**config.mk**
```make
export PLATFORM = sky130hd
export DESIGN_NAME = ife_ctrl
export DESIGN_NICKNAME = d
export VERILOG_FILES = /design/src/rtl/ife_pkg.sv /design/src/rtl/ife_ctrl.sv /design/src/rtl/ife_edge_det.sv /design/src/rtl/ife_prio_enc.sv
export VERILOG_INCLUDE_DIRS = /design/src /design/src/rtl
export SDC_FILE = /design/constraint.sdc
export NUM_CORES = 1
export LEC_CHECK = 0
export ABC_AREA = 1
export BUFFER_PORTS_ARGS = -buffer_cell sky130_fd_sc_hd__buf_4
export CAP_MARGIN = 40
export CORE_UTILIZATION = 40
export CTS_BUF_LIST = sky130_fd_sc_hd__clkbuf_8
export DETAILED_ROUTE_END_ITERATION = 10
export GPL_ROUTABILITY_DRIVEN = 0
export HOLD_SLACK_MARGIN = 0.02
export PLACE_DENSITY_LB_ADDON = 0.05
export SETUP_SLACK_MARGIN = 0.2
export SLEW_MARGIN = 20
export SYNTH_ARGS = -nofsm -noshare
export SYNTH_HDL_FRONTEND = slang
export SYNTH_SLANG_ARGS = --single-unit
export TNS_END_PERCENT = 100
```
**constraint.sdc**
```tcl
create_clock -name sys_clk -period 3.3 [get_ports sys_clk]
set_input_delay 0.495 -clock sys_clk [delete_from_list [all_inputs] [get_ports sys_clk]]
set_output_delay 0.495 -clock sys_clk [all_outputs]
set_load 0.1 [all_outputs]
```
**src/rtl/ife_consts.svh**
```systemverilog
// constants for the interrupt flag and enable controller: offsets, field positions, reset values
// assumes it is included by bare name wherever these macros are needed
`ifndef IFE_CONSTS_SVH
`define IFE_CONSTS_SVH

// byte offsets on the apb register bus (one aligned word each)
`define IFE_OFS_EDGE       12'h000
`define IFE_OFS_CTRL_A     12'h004
`define IFE_OFS_CTRL_B     12'h008
`define IFE_OFS_MF_A       12'h00C
`define IFE_OFS_MF_B       12'h010

// register index, taken from paddr[4:2]
`define IFE_REG_EDGE       3'h0
`define IFE_REG_CTRL_A     3'h1
`define IFE_REG_CTRL_B     3'h2
`define IFE_REG_MF_A       3'h3
`define IFE_REG_MF_B       3'h4
`define IFE_REG_LAST       3'h4

// edge configuration fields (low bit of each two-bit select)
`define IFE_B_PIN0_SEL     0
`define IFE_B_PIN1_SEL     2
// primary control a
`define IFE_B_GIE          0
`define IFE_B_PIN0_EN      3'h1
`define IFE_B_TB0_EN       3'h2
`define IFE_B_TB1_EN       3'h3
`define IFE_B_PIN0_FLAG    3'h4
`define IFE_B_TB0_FLAG     3'h5
`define IFE_B_TB1_FLAG     3'h6
// primary control b
`define IFE_B_MF0_EN       3'h0
`define IFE_B_EE_EN        3'h1
`define IFE_B_ADC_EN       3'h2
`define IFE_B_PIN1_EN      3'h3
`define IFE_B_MF0_FLAG     3'h4
`define IFE_B_EE_FLAG      3'h5
`define IFE_B_ADC_FLAG     3'h6
`define IFE_B_PIN1_FLAG    3'h7
// multi-function control a and b
`define IFE_B_CMP_P_EN     3'h0
`define IFE_B_CMP_A_EN     3'h1
`define IFE_B_CMP_P_FLAG   3'h4
`define IFE_B_CMP_A_FLAG   3'h5

// flag indices inside the block
`define IFE_NFLAG          11
`define IFE_F_PIN0         0
`define IFE_F_PIN1         1
`define IFE_F_TB0          2
`define IFE_F_TB1          3
`define IFE_F_ADC          4
`define IFE_F_EE           5
`define IFE_F_MF0          6
`define IFE_F_T0A          7
`define IFE_F_T0P          8
`define IFE_F_T1A          9
`define IFE_F_T1P          10

// vectored sources, lowest index has highest priority
`define IFE_NSRC           7

// reset values
`define IFE_RST_BYTE       8'h00
`define IFE_RST_WORD       32'h0000_0000

`endif

```
**src/rtl/ife_pkg.sv**
```systemverilog
// types shared by the interrupt flag and enable controller
// assumes nothing of its surroundings
package ife_pkg;

  // external pin trigger selection, encoded 00 off, 01 rise, 10 fall, 11 both
  typedef enum logic [1:0] {
    EDGE_OFF,
    EDGE_RISE,
    EDGE_FALL,
    EDGE_BOTH
  } ife_edge_mode_t;

endpackage : ife_pkg

```
**src/rtl/ife_ctrl.sv**
```systemverilog
// interrupt flag and enable controller: register file on apb, flags, enables, request to the core
// assumes one clock, synchronous active-low reset, an apb master, and one-cycle event pulses
//
// How it works
// - edge select: off, rise, fall, both
// - pin0 select in edge bits 1..0
// - pin1 select in edge bits 3..2
// - unimplemented bits read zero, ignore writes
// - ctrl a bit 0 is global enable
// - flags show pending, software read and write
// - ctrl a time base flags and enables
// - ctrl a pin0 flag 4, enable 1
// - ctrl b adc, eeprom, multi-function bits
// - primary, multi-function and edge register groups
// - events set flags, software sets enables
// - requests from pins, timers, time bases, converters
// - accepted request interrupts the core program
// - flag interrupts only when enabled
// - service entry clears global enable
// - multi-function compare flags 5,4, enables 1,0
// - any set flag wakes the device
//
// Design decisions made here: the register addresses and the APB register port.
`include "ife_consts.svh"

module ife_ctrl (
  input  wire logic        sys_clk,          // system clock, 100 MHz
  input  wire logic        rst_n,            // synchronous reset, active low
  // apb slave
  input  wire logic        psel,             // slave select
  input  wire logic        penable,          // access phase
  input  wire logic        pwrite,           // write when high
  input  wire logic [11:0] paddr,            // byte address
  input  wire logic [31:0] pwdata,           // write data, low byte used
  input  wire logic [3:0]  pstrb,            // byte strobes, lane 0 used
  output logic      [31:0] prdata,           // read data
  output logic             pready,           // always ready, no wait states
  output logic             pslverr,          // unmapped access
  // event sources
  input  wire logic [1:0]  pin_in,           // external interrupt pins
  input  wire logic        tb0_evt,          // time base 0 tick
  input  wire logic        tb1_evt,          // time base 1 tick
  input  wire logic        adc_done_evt,     // conversion complete
  input  wire logic        eeprom_done_evt,  // eeprom write complete
  input  wire logic        tmr0_cmp_a_evt,   // timer 0 compare a match
  input  wire logic        tmr0_cmp_p_evt,   // timer 0 compare p match
  input  wire logic        tmr1_cmp_a_evt,   // timer 1 compare a match
  input  wire logic        tmr1_cmp_p_evt,   // timer 1 compare p match
  // core side
  input  wire logic        irq_ack,          // core enters service, one-cycle pulse
  output logic             irq_req,          // request to the core
  output logic      [2:0]  irq_vec,          // winning source index
  output logic             wake_req          // wake from sleep or idle
);

  // where each flag lives: register, flag bit, enable bit
  localparam logic [2:0] FLAG_REG [`IFE_NFLAG] = '{
    `IFE_REG_CTRL_A, `IFE_REG_CTRL_B, `IFE_REG_CTRL_A, `IFE_REG_CTRL_A,
    `IFE_REG_CTRL_B, `IFE_REG_CTRL_B, `IFE_REG_CTRL_B,
    `IFE_REG_MF_A,   `IFE_REG_MF_A,   `IFE_REG_MF_B,   `IFE_REG_MF_B
  };
  localparam logic [2:0] FLAG_FBIT [`IFE_NFLAG] = '{
    `IFE_B_PIN0_FLAG, `IFE_B_PIN1_FLAG, `IFE_B_TB0_FLAG, `IFE_B_TB1_FLAG,
    `IFE_B_ADC_FLAG,  `IFE_B_EE_FLAG,   `IFE_B_MF0_FLAG,
    `IFE_B_CMP_A_FLAG, `IFE_B_CMP_P_FLAG, `IFE_B_CMP_A_FLAG, `IFE_B_CMP_P_FLAG
  };
  localparam logic [2:0] FLAG_EBIT [`IFE_NFLAG] = '{
    `IFE_B_PIN0_EN, `IFE_B_PIN1_EN, `IFE_B_TB0_EN, `IFE_B_TB1_EN,
    `IFE_B_ADC_EN,  `IFE_B_EE_EN,   `IFE_B_MF0_EN,
    `IFE_B_CMP_A_EN, `IFE_B_CMP_P_EN, `IFE_B_CMP_A_EN, `IFE_B_CMP_P_EN
  };
  // the tables above carry the layout of every flag and enable

  // bus decode
  logic [2:0]            reg_idx;        // register index from the address
  logic                  addr_ok;        // address maps to a register
  logic                  setup_ph;       // apb setup cycle
  logic                  access_ph;      // apb access cycle
  logic                  wr_fire;        // write takes effect this edge
  logic                  edge_we;        // write to edge configuration
  logic                  ctrl_a_we;      // write to primary control a

  // register state
  logic [1:0]            sel0_q;         // pin0 edge select
  logic [1:0]            sel0_d;
  logic [1:0]            sel1_q;         // pin1 edge select
  logic [1:0]            sel1_d;
  logic                  gie_q;          // global interrupt enable
  logic                  gie_d;
  logic [`IFE_NFLAG-1:0] flag_q;         // request flags
  logic [`IFE_NFLAG-1:0] flag_d;
  logic [`IFE_NFLAG-1:0] en_q;           // per-source enables
  logic [`IFE_NFLAG-1:0] en_d;
  logic [`IFE_NFLAG-1:0] flag_we;        // write hits the register of this flag
  logic [`IFE_NFLAG-1:0] flag_set;       // hardware set this cycle
  logic [31:0]           prdata_q;       // captured read data
  logic [7:0]            rd_bits;        // read view of the addressed register

  // event and request path
  logic [1:0]            pin_evt;        // qualified pin edges
  logic                  mf0_set;        // a timer sub-flag fired while enabled
  logic [`IFE_NFLAG-1:0] pend_d;         // next pending and enabled flags
  logic [`IFE_NSRC-1:0]  src_req;        // vectored sources
  logic                  src_any;        // any vectored source pending
  logic [2:0]            src_idx;        // priority winner
  logic                  irq_req_q;      // registered request
  logic [2:0]            irq_vec_q;      // registered vector index
  logic                  wake_q;         // registered wake

  // apb decode: registers sit in the first five words of the window
  assign reg_idx   = paddr[4:2];
  assign addr_ok   = (paddr[11:5] == 7'h00) && (paddr[1:0] == 2'h0) && (reg_idx <= `IFE_REG_LAST);
  assign setup_ph  = psel & ~penable;
  assign access_ph = psel & penable;
  // only lane 0 holds register bits; a write without it changes nothing
  assign wr_fire   = access_ph & pwrite & pstrb[0] & addr_ok;
  assign edge_we   = wr_fire & (reg_idx == `IFE_REG_EDGE);
  assign ctrl_a_we = wr_fire & (reg_idx == `IFE_REG_CTRL_A);

  // zero wait states; unmapped addresses answer with an error and read zero
  assign pready  = 1'b1;
  assign pslverr = access_ph & ~addr_ok;
  assign prdata  = prdata_q;

  // edge select fields, only four bits of the register exist
  assign sel0_d = edge_we ? pwdata[`IFE_B_PIN0_SEL +: 2] : sel0_q;
  assign sel1_d = edge_we ? pwdata[`IFE_B_PIN1_SEL +: 2] : sel1_q;

  // service entry beats a software write in the same cycle, so nesting needs a later write
  assign gie_d = irq_ack ? 1'b0 : (ctrl_a_we ? pwdata[`IFE_B_GIE] : gie_q);

  // edge configuration and global enable flops
  always_ff @(posedge sys_clk) begin
    if (!rst_n) begin
      sel0_q <= 2'h0;
      sel1_q <= 2'h0;
      gie_q  <= 1'b0;
    end else begin
      sel0_q <= sel0_d;
      sel1_q <= sel1_d;
      gie_q  <= gie_d;
    end
  end

  // one synchronising edge detector per pin
  generate
    for (genvar p = 0; p < 2; p++) begin : g_pin
      ife_edge_det u_edge (
        .sys_clk   (sys_clk),
        .rst_n     (rst_n),
        .pin_in    (pin_in[p]),
        .edge_mode (ife_pkg::ife_edge_mode_t'((p == 0) ? sel0_q : sel1_q)),
        .edge_evt  (pin_evt[p])
      );
    end
  endgenerate

  // the shared vector collects enabled timer matches; a disabled sub-source stays silent
  assign mf0_set = (tmr0_cmp_a_evt & en_q[`IFE_F_T0A]) | (tmr0_cmp_p_evt & en_q[`IFE_F_T0P]) |
                   (tmr1_cmp_a_evt & en_q[`IFE_F_T1A]) | (tmr1_cmp_p_evt & en_q[`IFE_F_T1P]);

  // hardware set sources
  assign flag_set[`IFE_F_PIN0] = pin_evt[0];
  assign flag_set[`IFE_F_PIN1] = pin_evt[1];
  assign flag_set[`IFE_F_TB0]  = tb0_evt;
  assign flag_set[`IFE_F_TB1]  = tb1_evt;
  assign flag_set[`IFE_F_ADC]  = adc_done_evt;
  assign flag_set[`IFE_F_EE]   = eeprom_done_evt;
  assign flag_set[`IFE_F_MF0]  = mf0_set;
  assign flag_set[`IFE_F_T0A]  = tmr0_cmp_a_evt;
  assign flag_set[`IFE_F_T0P]  = tmr0_cmp_p_evt;
  assign flag_set[`IFE_F_T1A]  = tmr1_cmp_a_evt;
  assign flag_set[`IFE_F_T1P]  = tmr1_cmp_p_evt;

  // per flag: write path, set-wins merge, enable path and the flops
  generate
    for (genvar i = 0; i < `IFE_NFLAG; i++) begin : g_flag
      assign flag_we[i] = wr_fire & (reg_idx == FLAG_REG[i]);
      // a set in the cycle of a clearing write is kept
      assign flag_d[i]  = flag_set[i] | (flag_we[i] ? pwdata[FLAG_FBIT[i]] : flag_q[i]);
      assign en_d[i]    = flag_we[i] ? pwdata[FLAG_EBIT[i]] : en_q[i];
      // flag stays set: only a write or reset ever lowers it
      always_ff @(posedge sys_clk) begin
        if (!rst_n) begin
          flag_q[i] <= 1'b0;
          en_q[i]   <= 1'b0;
        end else begin
          flag_q[i] <= flag_d[i];
          en_q[i]   <= en_d[i];
        end
      end
    end
  endgenerate

  // read view: only implemented bits are filled, the rest stay zero
  always_comb begin
    rd_bits = `IFE_RST_BYTE;
    if (addr_ok) begin
      if (reg_idx == `IFE_REG_EDGE) begin
        rd_bits[`IFE_B_PIN0_SEL +: 2] = sel0_q;
        rd_bits[`IFE_B_PIN1_SEL +: 2] = sel1_q;
      end
      if (reg_idx == `IFE_REG_CTRL_A) begin
        rd_bits[`IFE_B_GIE] = gie_q;
      end
      for (int i = 0; i < `IFE_NFLAG; i++) begin
        if (reg_idx == FLAG_REG[i]) begin
          rd_bits[FLAG_FBIT[i]] = flag_q[i];
          rd_bits[FLAG_EBIT[i]] = en_q[i];
        end
      end
    end
  end

  // read data is captured in the setup cycle and shown through the access cycle
  always_ff @(posedge sys_clk) begin
    if (!rst_n) begin
      prdata_q <= `IFE_RST_WORD;
    end else if (setup_ph) begin
      prdata_q <= {24'h00_0000, rd_bits};
    end
  end

  // a flag reaches the core only through its own enable; timer sub-flags use the shared vector
  assign pend_d = flag_d & en_d;
  assign src_req = {pend_d[`IFE_F_TB1], pend_d[`IFE_F_TB0], pend_d[`IFE_F_ADC], pend_d[`IFE_F_EE],
                    pend_d[`IFE_F_MF0], pend_d[`IFE_F_PIN1], pend_d[`IFE_F_PIN0]};

  // fixed priority among simultaneous requests
  ife_prio_enc u_prio (
    .req (src_req),
    .any (src_any),
    .idx (src_idx)
  );

  // outputs are registered from next-state values so they match the flops with no lag
  always_ff @(posedge sys_clk) begin
    if (!rst_n) begin
      irq_req_q <= 1'b0;
      irq_vec_q <= 3'h0;
      wake_q    <= 1'b0;
    end else begin
      irq_req_q <= gie_d & src_any;
      irq_vec_q <= src_idx;
      wake_q    <= |flag_d;
    end
  end

  // wake ignores every enable, so clear every flag before sleep to avoid waking
  assign irq_req  = irq_req_q;
  assign irq_vec  = irq_vec_q;
  assign wake_req = wake_q;

  logic [`IFE_NFLAG-1:0] en_view;   // current enabled pending flags
  logic [`IFE_NSRC-1:0]  src_view;  // current vectored sources
  assign en_view  = flag_q & en_q;
  assign src_view = {en_view[`IFE_F_TB1], en_view[`IFE_F_TB0], en_view[`IFE_F_ADC], en_view[`IFE_F_EE],
                     en_view[`IFE_F_MF0], en_view[`IFE_F_PIN1], en_view[`IFE_F_PIN0]};
endmodule // ife_ctrl

```
**src/rtl/ife_edge_det.sv**
```systemverilog
// edge detector for one external interrupt pin, with its own synchroniser
// assumes sys_clk and a synchronous active-low reset; the pin may be asynchronous
module ife_edge_det (
  input  wire logic                  sys_clk,    // system clock
  input  wire logic                  rst_n,      // synchronous reset, active low
  input  wire logic                  pin_in,     // raw pin level
  input  ife_pkg::ife_edge_mode_t    edge_mode,  // trigger selection
  output logic                       edge_evt    // one-cycle pulse per qualifying edge
);

  logic       meta_q;   // first synchroniser stage, read only by sync_q
  logic       sync_q;   // second stage, safe to use
  logic       prev_q;   // sync_q one cycle ago
  logic       rise;     // synchronised rising edge
  logic       fall;     // synchronised falling edge
  logic       hit;      // edge matches the selected mode
  logic       evt_q;    // registered pulse

  // two-flop synchroniser then history flop
  always_ff @(posedge sys_clk) begin
    if (!rst_n) begin
      meta_q <= 1'b0;
      sync_q <= 1'b0;
      prev_q <= 1'b0;
    end else begin
      meta_q <= pin_in;
      sync_q <= meta_q;
      prev_q <= sync_q;
    end
  end

  // history runs even when off, so switching mode never sees a stale edge
  assign rise = sync_q & ~prev_q;
  assign fall = ~sync_q & prev_q;

  // mode decode
  always_comb begin
    case (edge_mode)
      ife_pkg::EDGE_OFF:  hit = 1'b0;
      ife_pkg::EDGE_RISE: hit = rise;
      ife_pkg::EDGE_FALL: hit = fall;
      ife_pkg::EDGE_BOTH: hit = rise | fall;
      default:            hit = 1'b0;
    endcase
  end

  // one pulse per edge, since prev_q catches up after one cycle
  always_ff @(posedge sys_clk) begin
    if (!rst_n) begin
      evt_q <= 1'b0;
    end else begin
      evt_q <= hit;
    end
  end

  assign edge_evt = evt_q;
endmodule // ife_edge_det

```
**src/rtl/ife_prio_enc.sv**
```systemverilog
// fixed priority encoder over the vectored interrupt sources
// assumes the lowest request index is the most urgent
`include "ife_consts.svh"

module ife_prio_enc (
  input  wire logic [`IFE_NSRC-1:0] req,   // pending and enabled sources
  output logic                      any,   // at least one request
  output logic [2:0]                idx    // winning source index
);

  // scan from the top down so the lowest set index is left last
  always_comb begin
    any = 1'b0;
    idx = 3'h0;
    for (int i = `IFE_NSRC - 1; i >= 0; i--) begin
      if (req[i]) begin
        any = 1'b1;
        idx = 3'(i);
      end
    end
  end

endmodule // ife_prio_enc

```
==> key figures, run 1 <==
Run status
  • Run status: complete, no violations

Worst setup path
  • Startpoint types: primary input
  • Data required time of the worst path: 3510 ps
  • Ordered list of cells on the worst path: buf_4, nor2_1, nand2_1, nor2_1, nand4_2, nand2_1, nand3b_1, inv_1, nand2_1, nor2_1, nand3_1, nand2_1, inv_1
  • Cell with the most instances on the worst path: sky130_fd_sc_hd__nand2_1
  • Count of buffering cells on the critical path with inverters included: 3
  • Crit path arrival time: around 2300 ps
  • Cell type of the slowest stage on the worst timing path: sky130_fd_sc_hd__nand4_2
  • Critical Path Sink Type: flip-flop
  • Delay of the slowest critical-path stage: 460 ps
  • Critical path class: in -> reg
  • Maximum fanout along the worst path: 13
  • Kind of cell adding the most delay to the critical path: simple AND/OR/NAND/NOR gates

Floorplan
  • Die Width: 83.4 um
  • Standard cell core area: 0.00639 sq mm
  • Die area: just under 0.007 sq mm
  • Starting density of the core: around two fifths
  • Die height: 83.4 um
  • Num ports: 103
  • Total number of placement rows: 29

Hold path
  • Tightest Hold Check Type: in -> reg

Flow run
  • Max Cap Viol: 0

Timing
  • Final number of hold-violating endpoints: 0
  • Unrepaired setup endpoints after global routing: no
  • Ratio of final minimum period to clock period: 64.1%
  • Max-slew violation count: 0
  • Final worst slack: 1180 ps
  • Worst slew margin relative to its limit: 52.2%
  • Time the worst path needs with I/O delays and setup: 2120 ps
  • Fmax achieved: 473 MHz
  • Clock skew after layout: 6.73 ps
  • Final-layout setup total negative slack: 0 ps
  • Number of failing setup endpoints in the final timing report: 0
  • Transition time at the pin with the least slew margin: 716 ps

Yosys
  • Mapped Cells: between 300 and 400
  • Async set-or-reset flop fraction in the synthesized netlist: 0%
  • Sequential-to-total area share from yosys stat: 36.3%
  • Most used flip-flop cell after synthesis: sky130_fd_sc_hd__dfxtp_1
  • Number of library cell types mapped by synthesis: 36
  • Area contributors post-synth: sky130_fd_sc_hd__dfxtp_1 36%, sky130_fd_sc_hd__nand2_1 12%, sky130_fd_sc_hd__inv_1 11%
  • Area fraction of the dominant cell type after synthesis: 36.3%
  • Synth Area per Inst: 6.86 sq um
  • Dominant cell type by area after synthesis: sky130_fd_sc_hd__dfxtp_1
  • Number of flip-flops and latches in the synthesized netlist: 48
  • Synthesized cell area: 0.00265 sq mm
  • Number of enable-type register cells in the synthesized netlist: 0
  • Syn. warnings: 0

Clock tree
  • Number of cells upsized or downsized after cts: 0
  • Latest clock arrival within the worst-skew pair: around 300 ps
  • Cts bufs inserted: 5
  • Root buffer cell: sky130_fd_sc_hd__clkbuf_8
  • Post-CTS Setup Bufs: 0
  • H-tree depth: 2
  • Number of hold buffers added after cts: 0
  • TritonCTS Sinks: 48
  • Clock tree from TritonCTS: built
  • Clock transition at the registers of the reported paths: 90 ps
  • Max Root-Sink Buffers: 2

Global routing
  • Initial antenna violation count: 0
  • Vias in the first global route: 2,154
  • Global Route Usage Sum: about a fifth
  • Overflow left after global routing: 0
  • First-pass GRT wire length: 10,400 um
  • Maximum number of pins on one net before global-route repair: 27

Drt
  • Antenna Nets Post-Route: 0
  • Total routed wirelength: ~6200 um
  • Number of search-and-repair iterations in the first detailed-routing pass: 4
  • DRC: 0
  • Initial drt markers: 77
  • Via-to-Cell Ratio: about 4.6
  • Count of vias placed by the detailed router: about 2,300
  • DR WL/cell: 12.0 um

Cells and area
  • Commonest non-fill, non-tap cell in the layout: sky130_fd_sc_hd__nand2_1
  • Layout-stage area growth over the synthesis result: 17.2%
  • Antenna Diode Count: 0
  • Leading cell types in the layout, fill and taps excluded: 86 x sky130_fd_sc_hd__nand2_1, 76 x sky130_fd_sc_hd__inv_1, 51 x sky130_fd_sc_hd__buf_4
  • Fraction of final layout cells sized beyond drive strength 1: 19.3%
  • Nets: 503

Power
  • Power density relative to cell area: 410 mW/mm^2
  • Total Power: 0.00127 W
  • Worst VDD drop: between 0.15 and 0.2 mV
  • Leakage dissipation: around 1.6 nW

Placement
  • HPWL after DPL: 4680 um
  • Count of input and output buffers: 50
  • Worst setup timing slack at the placement stage: 875 ps
## cell usage after synthesis, types with 2 or more instances
library cell and number:
sky130_fd_sc_hd__a21oi_1 22, sky130_fd_sc_hd__buf_4 25, sky130_fd_sc_hd__clkbuf_1 5, sky130_fd_sc_hd__conb_1 2
sky130_fd_sc_hd__dfxtp_1 48, sky130_fd_sc_hd__ha_1 4, sky130_fd_sc_hd__inv_1 76, sky130_fd_sc_hd__inv_2 4
sky130_fd_sc_hd__nand2_1 86, sky130_fd_sc_hd__nand2_2 3, sky130_fd_sc_hd__nand3_1 13, sky130_fd_sc_hd__nand3_2 5
sky130_fd_sc_hd__nand4_1 4, sky130_fd_sc_hd__nor2_1 32, sky130_fd_sc_hd__nor2_2 2, sky130_fd_sc_hd__nor2_4 2
sky130_fd_sc_hd__nor3_2 3, sky130_fd_sc_hd__o211ai_1 6, sky130_fd_sc_hd__o21ai_0 19, sky130_fd_sc_hd__o21ai_1 3
sky130_fd_sc_hd__o21ai_2 3, sky130_fd_sc_hd__o21bai_1 4, sky130_fd_sc_hd__o221ai_1 2
## logic make-up after synthesis
group	after synthesis	share of synthesized area, %
buffers and inverters	113	19.9
AOI/OAI and AO/OA	65	14.7
other	2	0.284
adders and majority gates	4	1.89
DFF	48	36.3
and+or+nand+nor	154	27.0
## area by class of cell
type                            instances  area [sq um]
Timing Repair Buffer                   51           383
Clock buffer                            5          68.8
Inverter                               81           304
Clock inverter                          3          42.5
Fill cell                             683          3280
Tap cell                               77          96.3
Multi-Input combinational cell        248          1250
Sequential cell                        48           961
## worst reg2reg max path, cell delays in order, from the launching register on
cell,delay (ps)
sky130_fd_sc_hd__dfxtp_1,320
sky130_fd_sc_hd__nand2_1,50
sky130_fd_sc_hd__nand2_1,50
sky130_fd_sc_hd__a221oi_1,300
sky130_fd_sc_hd__nand3_2,160
sky130_fd_sc_hd__inv_1,80
sky130_fd_sc_hd__nand2_1,70
sky130_fd_sc_hd__nor2_1,110
sky130_fd_sc_hd__nand3_1,90
sky130_fd_sc_hd__nand2_1,70
sky130_fd_sc_hd__inv_1,40
## report_power, final
part / switching [W] / internal [W]
sequential: 0.00000461 / 0.000589
clock: 0.000206 / 0.000224
combinational: 0.000197 / 0.0000503
total: 0.000407 / 0.000864
## per-stage QoR
stage	std cells	utilization [%]	instance area, sq um	hold slack (ps)
6_report	513	48.6	3100	363
5_1_grt	513	48.6	3100	362
4_1_cts	513	48.6	3100	349
3_5_place_dp	505	46.8	2990	401
3_3_place_gp	505	46.8	2990	394
2_1_floorplan	409	-	2730	390
## per-layer routing
metal  global-route usage (%)  routed length, um
met1                     25.4               3060
met4                     7.21                127
met5                        0                  0
met3                     3.58                318
met2                     29.9               2650
## registers in the layout, indices dropped and copies added (netlist names)
signal                 count
gie_q                      1
g_pin.u_edge.edge_evt      2
g_pin.u_edge.prev_q        2
g_pin.u_edge.meta_q        2
sel0_q                     2
flag_q                    11
prdata                     8
g_pin.u_edge.sync_q        2
irq_req                    1
en_q                      11
irq_vec                    3
sel1_q                     2
wake_req                   1
## final timing paths
check	slack [ps]	endpoint	depth (start not counted)	start
hold / removal	360	g_pin[1].u_edge.meta_q$_SDFF_PN0_	3	pin_in[1]
hold reg to reg	420	g_pin[1].u_edge.sync_q$_SDFF_PN0_	2	g_pin[1].u_edge.meta_q$_SDFF_PN0_
setup / recovery	1180	wake_req$_SDFF_PN0_	13	paddr[1]
setup reg to reg	1860	wake_req$_SDFF_PN0_	10	en_q[9]$_SDFFE_PN0P_
No activity file was read; power rests on OpenSTA's default activity.
==> run 2: changes to the inputs <==
==> constraint.sdc (replaced) <==
create_clock -name sys_clk -period 1.8 [get_ports sys_clk]
set_input_delay 0.27 -clock sys_clk [delete_from_list [all_inputs] [get_ports sys_clk]]
set_output_delay 0.27 -clock sys_clk [all_outputs]
set_load 0.1 [all_outputs]
==> run 2 against run 1 <==
  * Setup slack worse by 910 ps
  * Routed wire length grew 8.0%
  * Via count increased by 7.2%
  * Global-route usage rose by 0.97 points
  * Critical path type is now in -> out
  * Highest routed layer unchanged
==> key figures, run 2 (same netlist as run 1, synthesis figures left out) <==
Clock tree
  • Latest clock arrival within the worst-skew pair: 310 ps (about the same)
  • Clock transition at the registers of the reported paths: 90 ps (about the same)
  • Cts bufs inserted: 5 (unchanged)
  • Number of hold buffers added after cts: 0 (unchanged)
  • TritonCTS Sinks: 48 (unchanged)
  • Clock tree from TritonCTS: built
  • H-tree depth: 2 (unchanged)
  • Root buffer cell: sky130_fd_sc_hd__clkbuf_8
  • Max Root-Sink Buffers: 2 (unchanged)

Cells and area
  • Nets: 534 (+6.2%)
  • Final Instance Count excl. Fillers: 544 (+6.0%)
  • Layout-stage area growth over the synthesis result: 28.8%
  • Final non-filler cell area: 0.00341 sq mm (+9.9%)
  • Fraction of final layout cells sized beyond drive strength 1: 27.0% (+7.7 points)
  • Utilization of the core after routing: 53.4% (+4.8 points)
  • Commonest non-fill, non-tap cell in the layout: sky130_fd_sc_hd__nand2_1
  • Leading cell types in the layout, fill and taps excluded: 84 x sky130_fd_sc_hd__nand2_1, 77 x sky130_fd_sc_hd__inv_1, 77 x sky130_fd_sc_hd__buf_4
  • Antenna Diode Count: 0 (unchanged)

Timing
  • Number of failing setup endpoints in the final timing report: 0 (unchanged)
  • Unrepaired setup endpoints after global routing: yes
  • Clock skew after layout: 9.66 ps (+2.92 ps)
  • Max-slew violation count: 0 (unchanged)
  • Fmax achieved: between 600 and 700 MHz
  • Final number of hold-violating endpoints: 0 (unchanged)
  • Time the worst path needs with I/O delays and setup: 1520 ps
  • Ratio of final minimum period to clock period: 84.7%
  • Final worst slack: 275 ps (-908 ps)

Placement
  • Cell Area, Placed: 0.00319 sq mm (+6.5%)
  • Dpl cells: 530 (+5.0%)
  • Worst setup timing slack at the placement stage: -112 ps (-987 ps)
  • Count of input and output buffers: 50 (unchanged)
  • HPWL after DPL: 4940 um (+5.4%)

Worst setup path
  • Kind of cell adding the most delay to the critical path: buffers and inverters
  • Count of buffering cells on the critical path with inverters included: 4 (+1)
  • Cell with the most instances on the worst path: sky130_fd_sc_hd__buf_4
  • Cell type of the slowest stage on the worst timing path: sky130_fd_sc_hd__buf_4
  • Ordered list of cells on the worst path: buf_4, nor2_1, nand2_2, inv_1, nand2_1, nor2_4, buf_4, nor2_4, buf_4
  • Delay of the slowest critical-path stage: 230 ps (-230 ps)
  • Crit path arrival time: 1250 ps (-1070 ps)
  • Critical Path Sink Type: output port
  • Startpoint types: primary input
  • Critical path class: in -> out
  • Data required time of the worst path: 1530 ps (-1980 ps)
  • Maximum fanout along the worst path: 4 (-9)

Global routing
  • Maximum number of pins on one net before global-route repair: 21 (-22%)
  • First-pass GRT wire length: 10,900 um (+4.9%)
  • Global Route Usage Sum: 19.9% (+0.97 points)
  • Vias in the first global route: 2,271 (+5.4%)
  • Overflow left after global routing: 0 (unchanged)
  • Initial antenna violation count: 0 (unchanged)

Run status
  • Run status: complete, no violations

Power
  • Worst VDD drop: 0.389 mV (+110%)
  • Leakage dissipation: 1.79 nW (+10%)
  • Power density relative to cell area: 663 mW/mm^2 (+62%)
  • Total Power: 0.00226 W (+78%)

Flow run
  • Max Cap Viol: 0 (unchanged)

Drt
  • Initial drt markers: 118 (+53%)
  • DRC: 0 (unchanged)
  • Antenna Nets Post-Route: 0 (unchanged)
  • Via-to-Cell Ratio: 4.61 (+1.1%)
  • Total routed wirelength: 6650 um (+8.0%)
  • Number of search-and-repair iterations in the first detailed-routing pass: 4 (unchanged)
  • DR WL/cell: 12.2 um (+1.9%)
  • Count of vias placed by the detailed router: 2,510 (+7.2%)

Floorplan
  • Die area: 0.00695 sq mm (unchanged)
  • Die height: 83.4 um (unchanged)
  • Total number of placement rows: 29 (unchanged)
  • Num ports: 103 (unchanged)
  • Standard cell core area: 0.00639 sq mm (unchanged)
  • Die Width: 83.4 um (unchanged)
  • Starting density of the core: 41.5% (unchanged)

Hold path
  • Tightest Hold Check Type: in -> reg
run 2: cell types whose count changed in the layout (fill, tap and decap cells not counted), sizes merged:
cell,before,now
buf,51,81
bufinv,1,0
clkbuf,5,6
clkinv,2,1
inv,80,81
nand4,6,7
run 2: repair_timing:
item,CTS,global route
setup endpoints to repair,1,7
gates resized for setup,0,22
pin swaps,1,5
cloned,0,1
buffers inserted,2,3
run 2: layout make-up:
type | instances | area, sq um
Timing Repair Buffer | 81 | 623
Inverter | 81 | 304
Fill cell | 669 | 2980
Sequential cell | 48 | 961
Clock inverter | 2 | 11.3
Clock buffer | 6 | 82.6
Multi-Input combinational cell | 249 | 1330
Tap cell | 77 | 96.3
run 2: stage by stage:
step                      hold slack (ps)  TNS, ps
final                                 135        0
after global routing                  123        0
after CTS                             130        0
after detailed placement              401     -359
after global placement                395     -364
after floorplan                       368        0
run 2: final timing paths:
kind	startpoint	endpoint	slack, ps	cells after the start
setup / recovery	paddr[1]	pslverr	280	9
hold / removal	pin_in[0]	g_pin[0].u_edge.meta_q$_SDFF_PN0_	130	3
setup reg to reg	en_q[9]$_SDFFE_PN0P_	wake_req$_SDFF_PN0_	530	10
hold reg to reg	g_pin[1].u_edge.meta_q$_SDFF_PN0_	g_pin[1].u_edge.sync_q$_SDFF_PN0_	420	2
run 2: worst register-to-register path: stages (launching register included):
cell and delay (ps):
sky130_fd_sc_hd__dfxtp_1 320, sky130_fd_sc_hd__nand2_1 50, sky130_fd_sc_hd__nand2_1 60, sky130_fd_sc_hd__a221oi_2 190
sky130_fd_sc_hd__nand3_2 130, sky130_fd_sc_hd__inv_1 70, sky130_fd_sc_hd__nand2_1 40, sky130_fd_sc_hd__nor2_1 90
sky130_fd_sc_hd__nand3_1 100, sky130_fd_sc_hd__nand2_1 80, sky130_fd_sc_hd__inv_1 40
run 2: report_power, final:
group	switching (W)	internal, W
Combinational	0.000378	0.000115
Sequential	0.00000849	0.00108
Clock	0.000373	0.000307
Total	0.000760	0.00150
run 2: routing by layer:
metal	wire [um]	vias to the layer above	share of wire, %	track usage [%]
li1	-	1305	-	-
met1	3290	1117	49	26.3
met2	2940	77	44	32.1
met3	303	11	4.6	3.88
met4	119	0	1.8	7.21
met5	0	-	0	0
==> run 3: changes to the inputs <==
==> constraint.sdc (replaced) <==
create_clock -name sys_clk -period 1.6 [get_ports sys_clk]
set_input_delay 0.24 -clock sys_clk [delete_from_list [all_inputs] [get_ports sys_clk]]
set_output_delay 0.24 -clock sys_clk [all_outputs]
set_load 0.1 [all_outputs]
==> run 3 against run 2 <==
  * Clock-buffer cell count shrank 1
  * Routed wire length up 1.5%
  * Total power up 12%
  * Hold slack got worse by 19 ps
  * Via count grew 1.2%
  * Largest power group unchanged
  * Global-route usage fell by 0.10 points
  * Register-to-register slack lost 240 ps
  * Non-clock buffer count rose by 12
  * Sequential power grew 13%
  * Combinational power increased by 20%
  * First-iteration DRC count shrank 18%
  * Clock power up 5.4%
==> key figures, run 3 (same netlist as run 1, synthesis figures left out) <==
Run status
  • Run status: complete, no violations

Drt
  • Total routed wirelength: 6750 um (+1.5%)
  • Antenna Nets Post-Route: 0 (unchanged)
  • Count of vias placed by the detailed router: 2,541 (+1.2%)
  • Via-to-Cell Ratio: 4.57 (-0.95%)
  • DR WL/cell: 12.1 um (-0.66%)
  • Initial drt markers: 97 (-18%)
  • Number of search-and-repair iterations in the first detailed-routing pass: 4 (unchanged)
  • DRC: 0 (unchanged)

Placement
  • Worst setup timing slack at the placement stage: -173 ps (-61.6 ps)
  • HPWL after DPL: 4890 um (-0.85%)
  • Count of input and output buffers: 50 (unchanged)
  • Cell Area, Placed: 0.00333 sq mm (+4.6%)

Timing
  • Number of failing setup endpoints in the final timing report: 0 (unchanged)
  • Clock skew after layout: 10.4 ps (+0.780 ps)
  • Final-layout setup total negative slack: 0 ps (unchanged)
  • Fmax achieved: 719 MHz
  • Ratio of final minimum period to clock period: 86.9%
  • Time the worst path needs with I/O delays and setup: 1390 ps
  • Max-slew violation count: 0 (unchanged)
  • Final worst slack: 209 ps (-66.6 ps)
  • Final number of hold-violating endpoints: 0 (unchanged)
  • Unrepaired setup endpoints after global routing: yes

Global routing
  • Initial antenna violation count: 0 (unchanged)
  • Maximum number of pins on one net before global-route repair: 26 (+24%)
  • First-pass GRT wire length: 10,900 um (+0.25%)
  • Global Route Usage Sum: 19.8% (-0.10 points)
  • Vias in the first global route: 2,373 (+4.5%)
  • Overflow left after global routing: 0 (unchanged)

Worst setup path
  • Delay of the slowest critical-path stage: 200 ps (-30 ps)
  • Count of buffering cells on the critical path with inverters included: 4 (unchanged)
  • Cell with the most instances on the worst path: sky130_fd_sc_hd__nand2_1
  • Critical path class: in -> reg
  • Cell type of the slowest stage on the worst timing path: sky130_fd_sc_hd__o21ai_2
  • Kind of cell adding the most delay to the critical path: simple AND/OR/NAND/NOR gates
  • Data required time of the worst path: 1840 ps (+310 ps)
  • Critical Path Sink Type: flip-flop
  • Crit path arrival time: 1630 ps (+380 ps)
  • Maximum fanout along the worst path: 4 (unchanged)
  • Startpoint types: primary input
  • Ordered list of cells on the worst path: buf_4, inv_2, nand2_1, nor2_4, buf_4, nand4_4, o21ai_2, nand2_2, inv_1, nand2_2, nand2_1, nand2_1, a21oi_1

Power
  • Total Power: 0.00254 W (+12%)
  • Power density relative to cell area: 691 mW/mm^2 (+4.2%)
  • P_sw: 0.000872 W (+15%)
  • P_int: 0.00167 W (+11%)
  • Switching portion of total power: 34.4% (+0.79 points)
  • Leakage dissipation: 1.89 nW (+5.8%)
  • Worst VDD drop: 0.373 mV (-4.3%)
  • Combinational share of power: 23.4% (+1.6 points)
  • Sequential power share: 48.3% (+0.2 points)
  • Clock share of power: 28.3% (-1.8 points)

Cells and area
  • Fraction of final layout cells sized beyond drive strength 1: 34.2% (+7.3 points)
  • Leading cell types in the layout, fill and taps excluded: 84 x sky130_fd_sc_hd__buf_4, 74 x sky130_fd_sc_hd__inv_1, 72 x sky130_fd_sc_hd__nand2_1
  • Utilization of the core after routing: 57.5% (+4.1 points)
  • Nets: 546 (+2.2%)
  • Final non-filler cell area: 0.00367 sq mm (+7.7%)
  • Antenna Diode Count: 0 (unchanged)
  • Commonest non-fill, non-tap cell in the layout: sky130_fd_sc_hd__buf_4
  • Layout-stage area growth over the synthesis result: 38.7%

Floorplan
  • Total number of placement rows: 29 (unchanged)
  • Die height: 83.4 um (unchanged)
  • Standard cell core area: 0.00639 sq mm (unchanged)
  • Num ports: 103 (unchanged)
  • Starting density of the core: 41.5% (unchanged)
  • Die area: 0.00695 sq mm (unchanged)
  • Die Width: 83.4 um (unchanged)

Clock tree
  • H-tree depth: 2 (unchanged)
  • TritonCTS Sinks: 48 (unchanged)
  • Clock transition at the registers of the reported paths: 90 ps (about the same)
  • Latest clock arrival within the worst-skew pair: 300 ps (about the same)
  • Root buffer cell: sky130_fd_sc_hd__clkbuf_8
  • Cts bufs inserted: 5 (unchanged)
  • Max Root-Sink Buffers: 2 (unchanged)
  • Clock tree from TritonCTS: built

Hold path
  • Tightest Hold Check Type: in -> reg

Flow run
  • Max Cap Viol: 0 (unchanged)
[run 3: cell types whose count changed in the layout (fill, tap and decap cells not counted), moves of 3 or more]
cell and delta:
sky130_fd_sc_hd__nor2_4 +5, sky130_fd_sc_hd__nor2_1 -5, sky130_fd_sc_hd__inv_1 -3, sky130_fd_sc_hd__o21ai_1 -4, sky130_fd_sc_hd__buf_6 +3, sky130_fd_sc_hd__nand2_2 +10, sky130_fd_sc_hd__buf_4 +7, sky130_fd_sc_hd__nand2_1 -12
[run 3: final timing paths]
| kind | start | end | slack, ps | cells after the start |
|---|---|---|---|---|
| min | pin_in[0] | g_pin[0].u_edge.meta_q$_SDFF_PN0_ | 120 | 3 |
| min reg2reg | g_pin[1].u_edge.meta_q$_SDFF_PN0_ | g_pin[1].u_edge.sync_q$_SDFF_PN0_ | 430 | 2 |
| max | paddr[4] | irq_vec[0]$_SDFF_PP0_ | 210 | 13 |
| max reg2reg | en_q[9]$_SDFFE_PN0P_ | irq_req$_SDFF_PN0_ | 290 | 8 |
[run 3: layout make-up]
class                      instances  area [sq um]
clock buffer                       5          68.8
clock inverter                     3          16.3
fill                             634          2710
inverter                          81           309
multi-input combinational        249          1480
sequential                        48           961
tap                               77          96.3
timing repair buffer              93           739
[run 3: tightest hold or removal path: stages]
cell and delay, ps:
sky130_fd_sc_hd__buf_4 70, sky130_fd_sc_hd__nand2_1 40, sky130_fd_sc_hd__inv_1 40
[run 3: per-layer routing]
| metal | track usage (%) | vias up | wire length (um) |
|---|---|---|---|
| met4 | 5.02 | 0 | 85 |
| met2 | 35.0 | 54 | 3260 |
| li1 | - | 1331 | - |
| met3 | 3.68 | 9 | 277 |
| met5 | 0 | - | 0 |
| met1 | 24.6 | 1147 | 3130 |
[run 3: metrics by stage]
stage | hold slack (ps) | std cells
5_1_grt | 110 | 556
4_1_cts | 109 | 551
6_report | 116 | 556
2_1_floorplan | 338 | 409
3_5_place_dp | 412 | 538
3_3_place_gp | 409 | 538
[run 3: repair_timing]
item / CTS / global route
hold buffers: 0 / 0
gates resized for setup: 7 / 40
pin swaps: 7 / 18
endpoints found under the setup margin: 5 / 10
buffers inserted: 5 / 4
cloned: 0 / 1
[run 3: power by group through the flow]
stage | Clock [W] | Sequential, W | Combinational, W
detailed placement | 0 | 0.00126 | 0.000558
CTS | 0.000748 | 0.00123 | 0.000567
global route | 0.000800 | 0.00123 | 0.000628
finish | 0.000717 | 0.00123 | 0.000594
global placement | 0 | 0.00125 | 0.000556
floorplan | 0 | 0.00126 | 0.000446
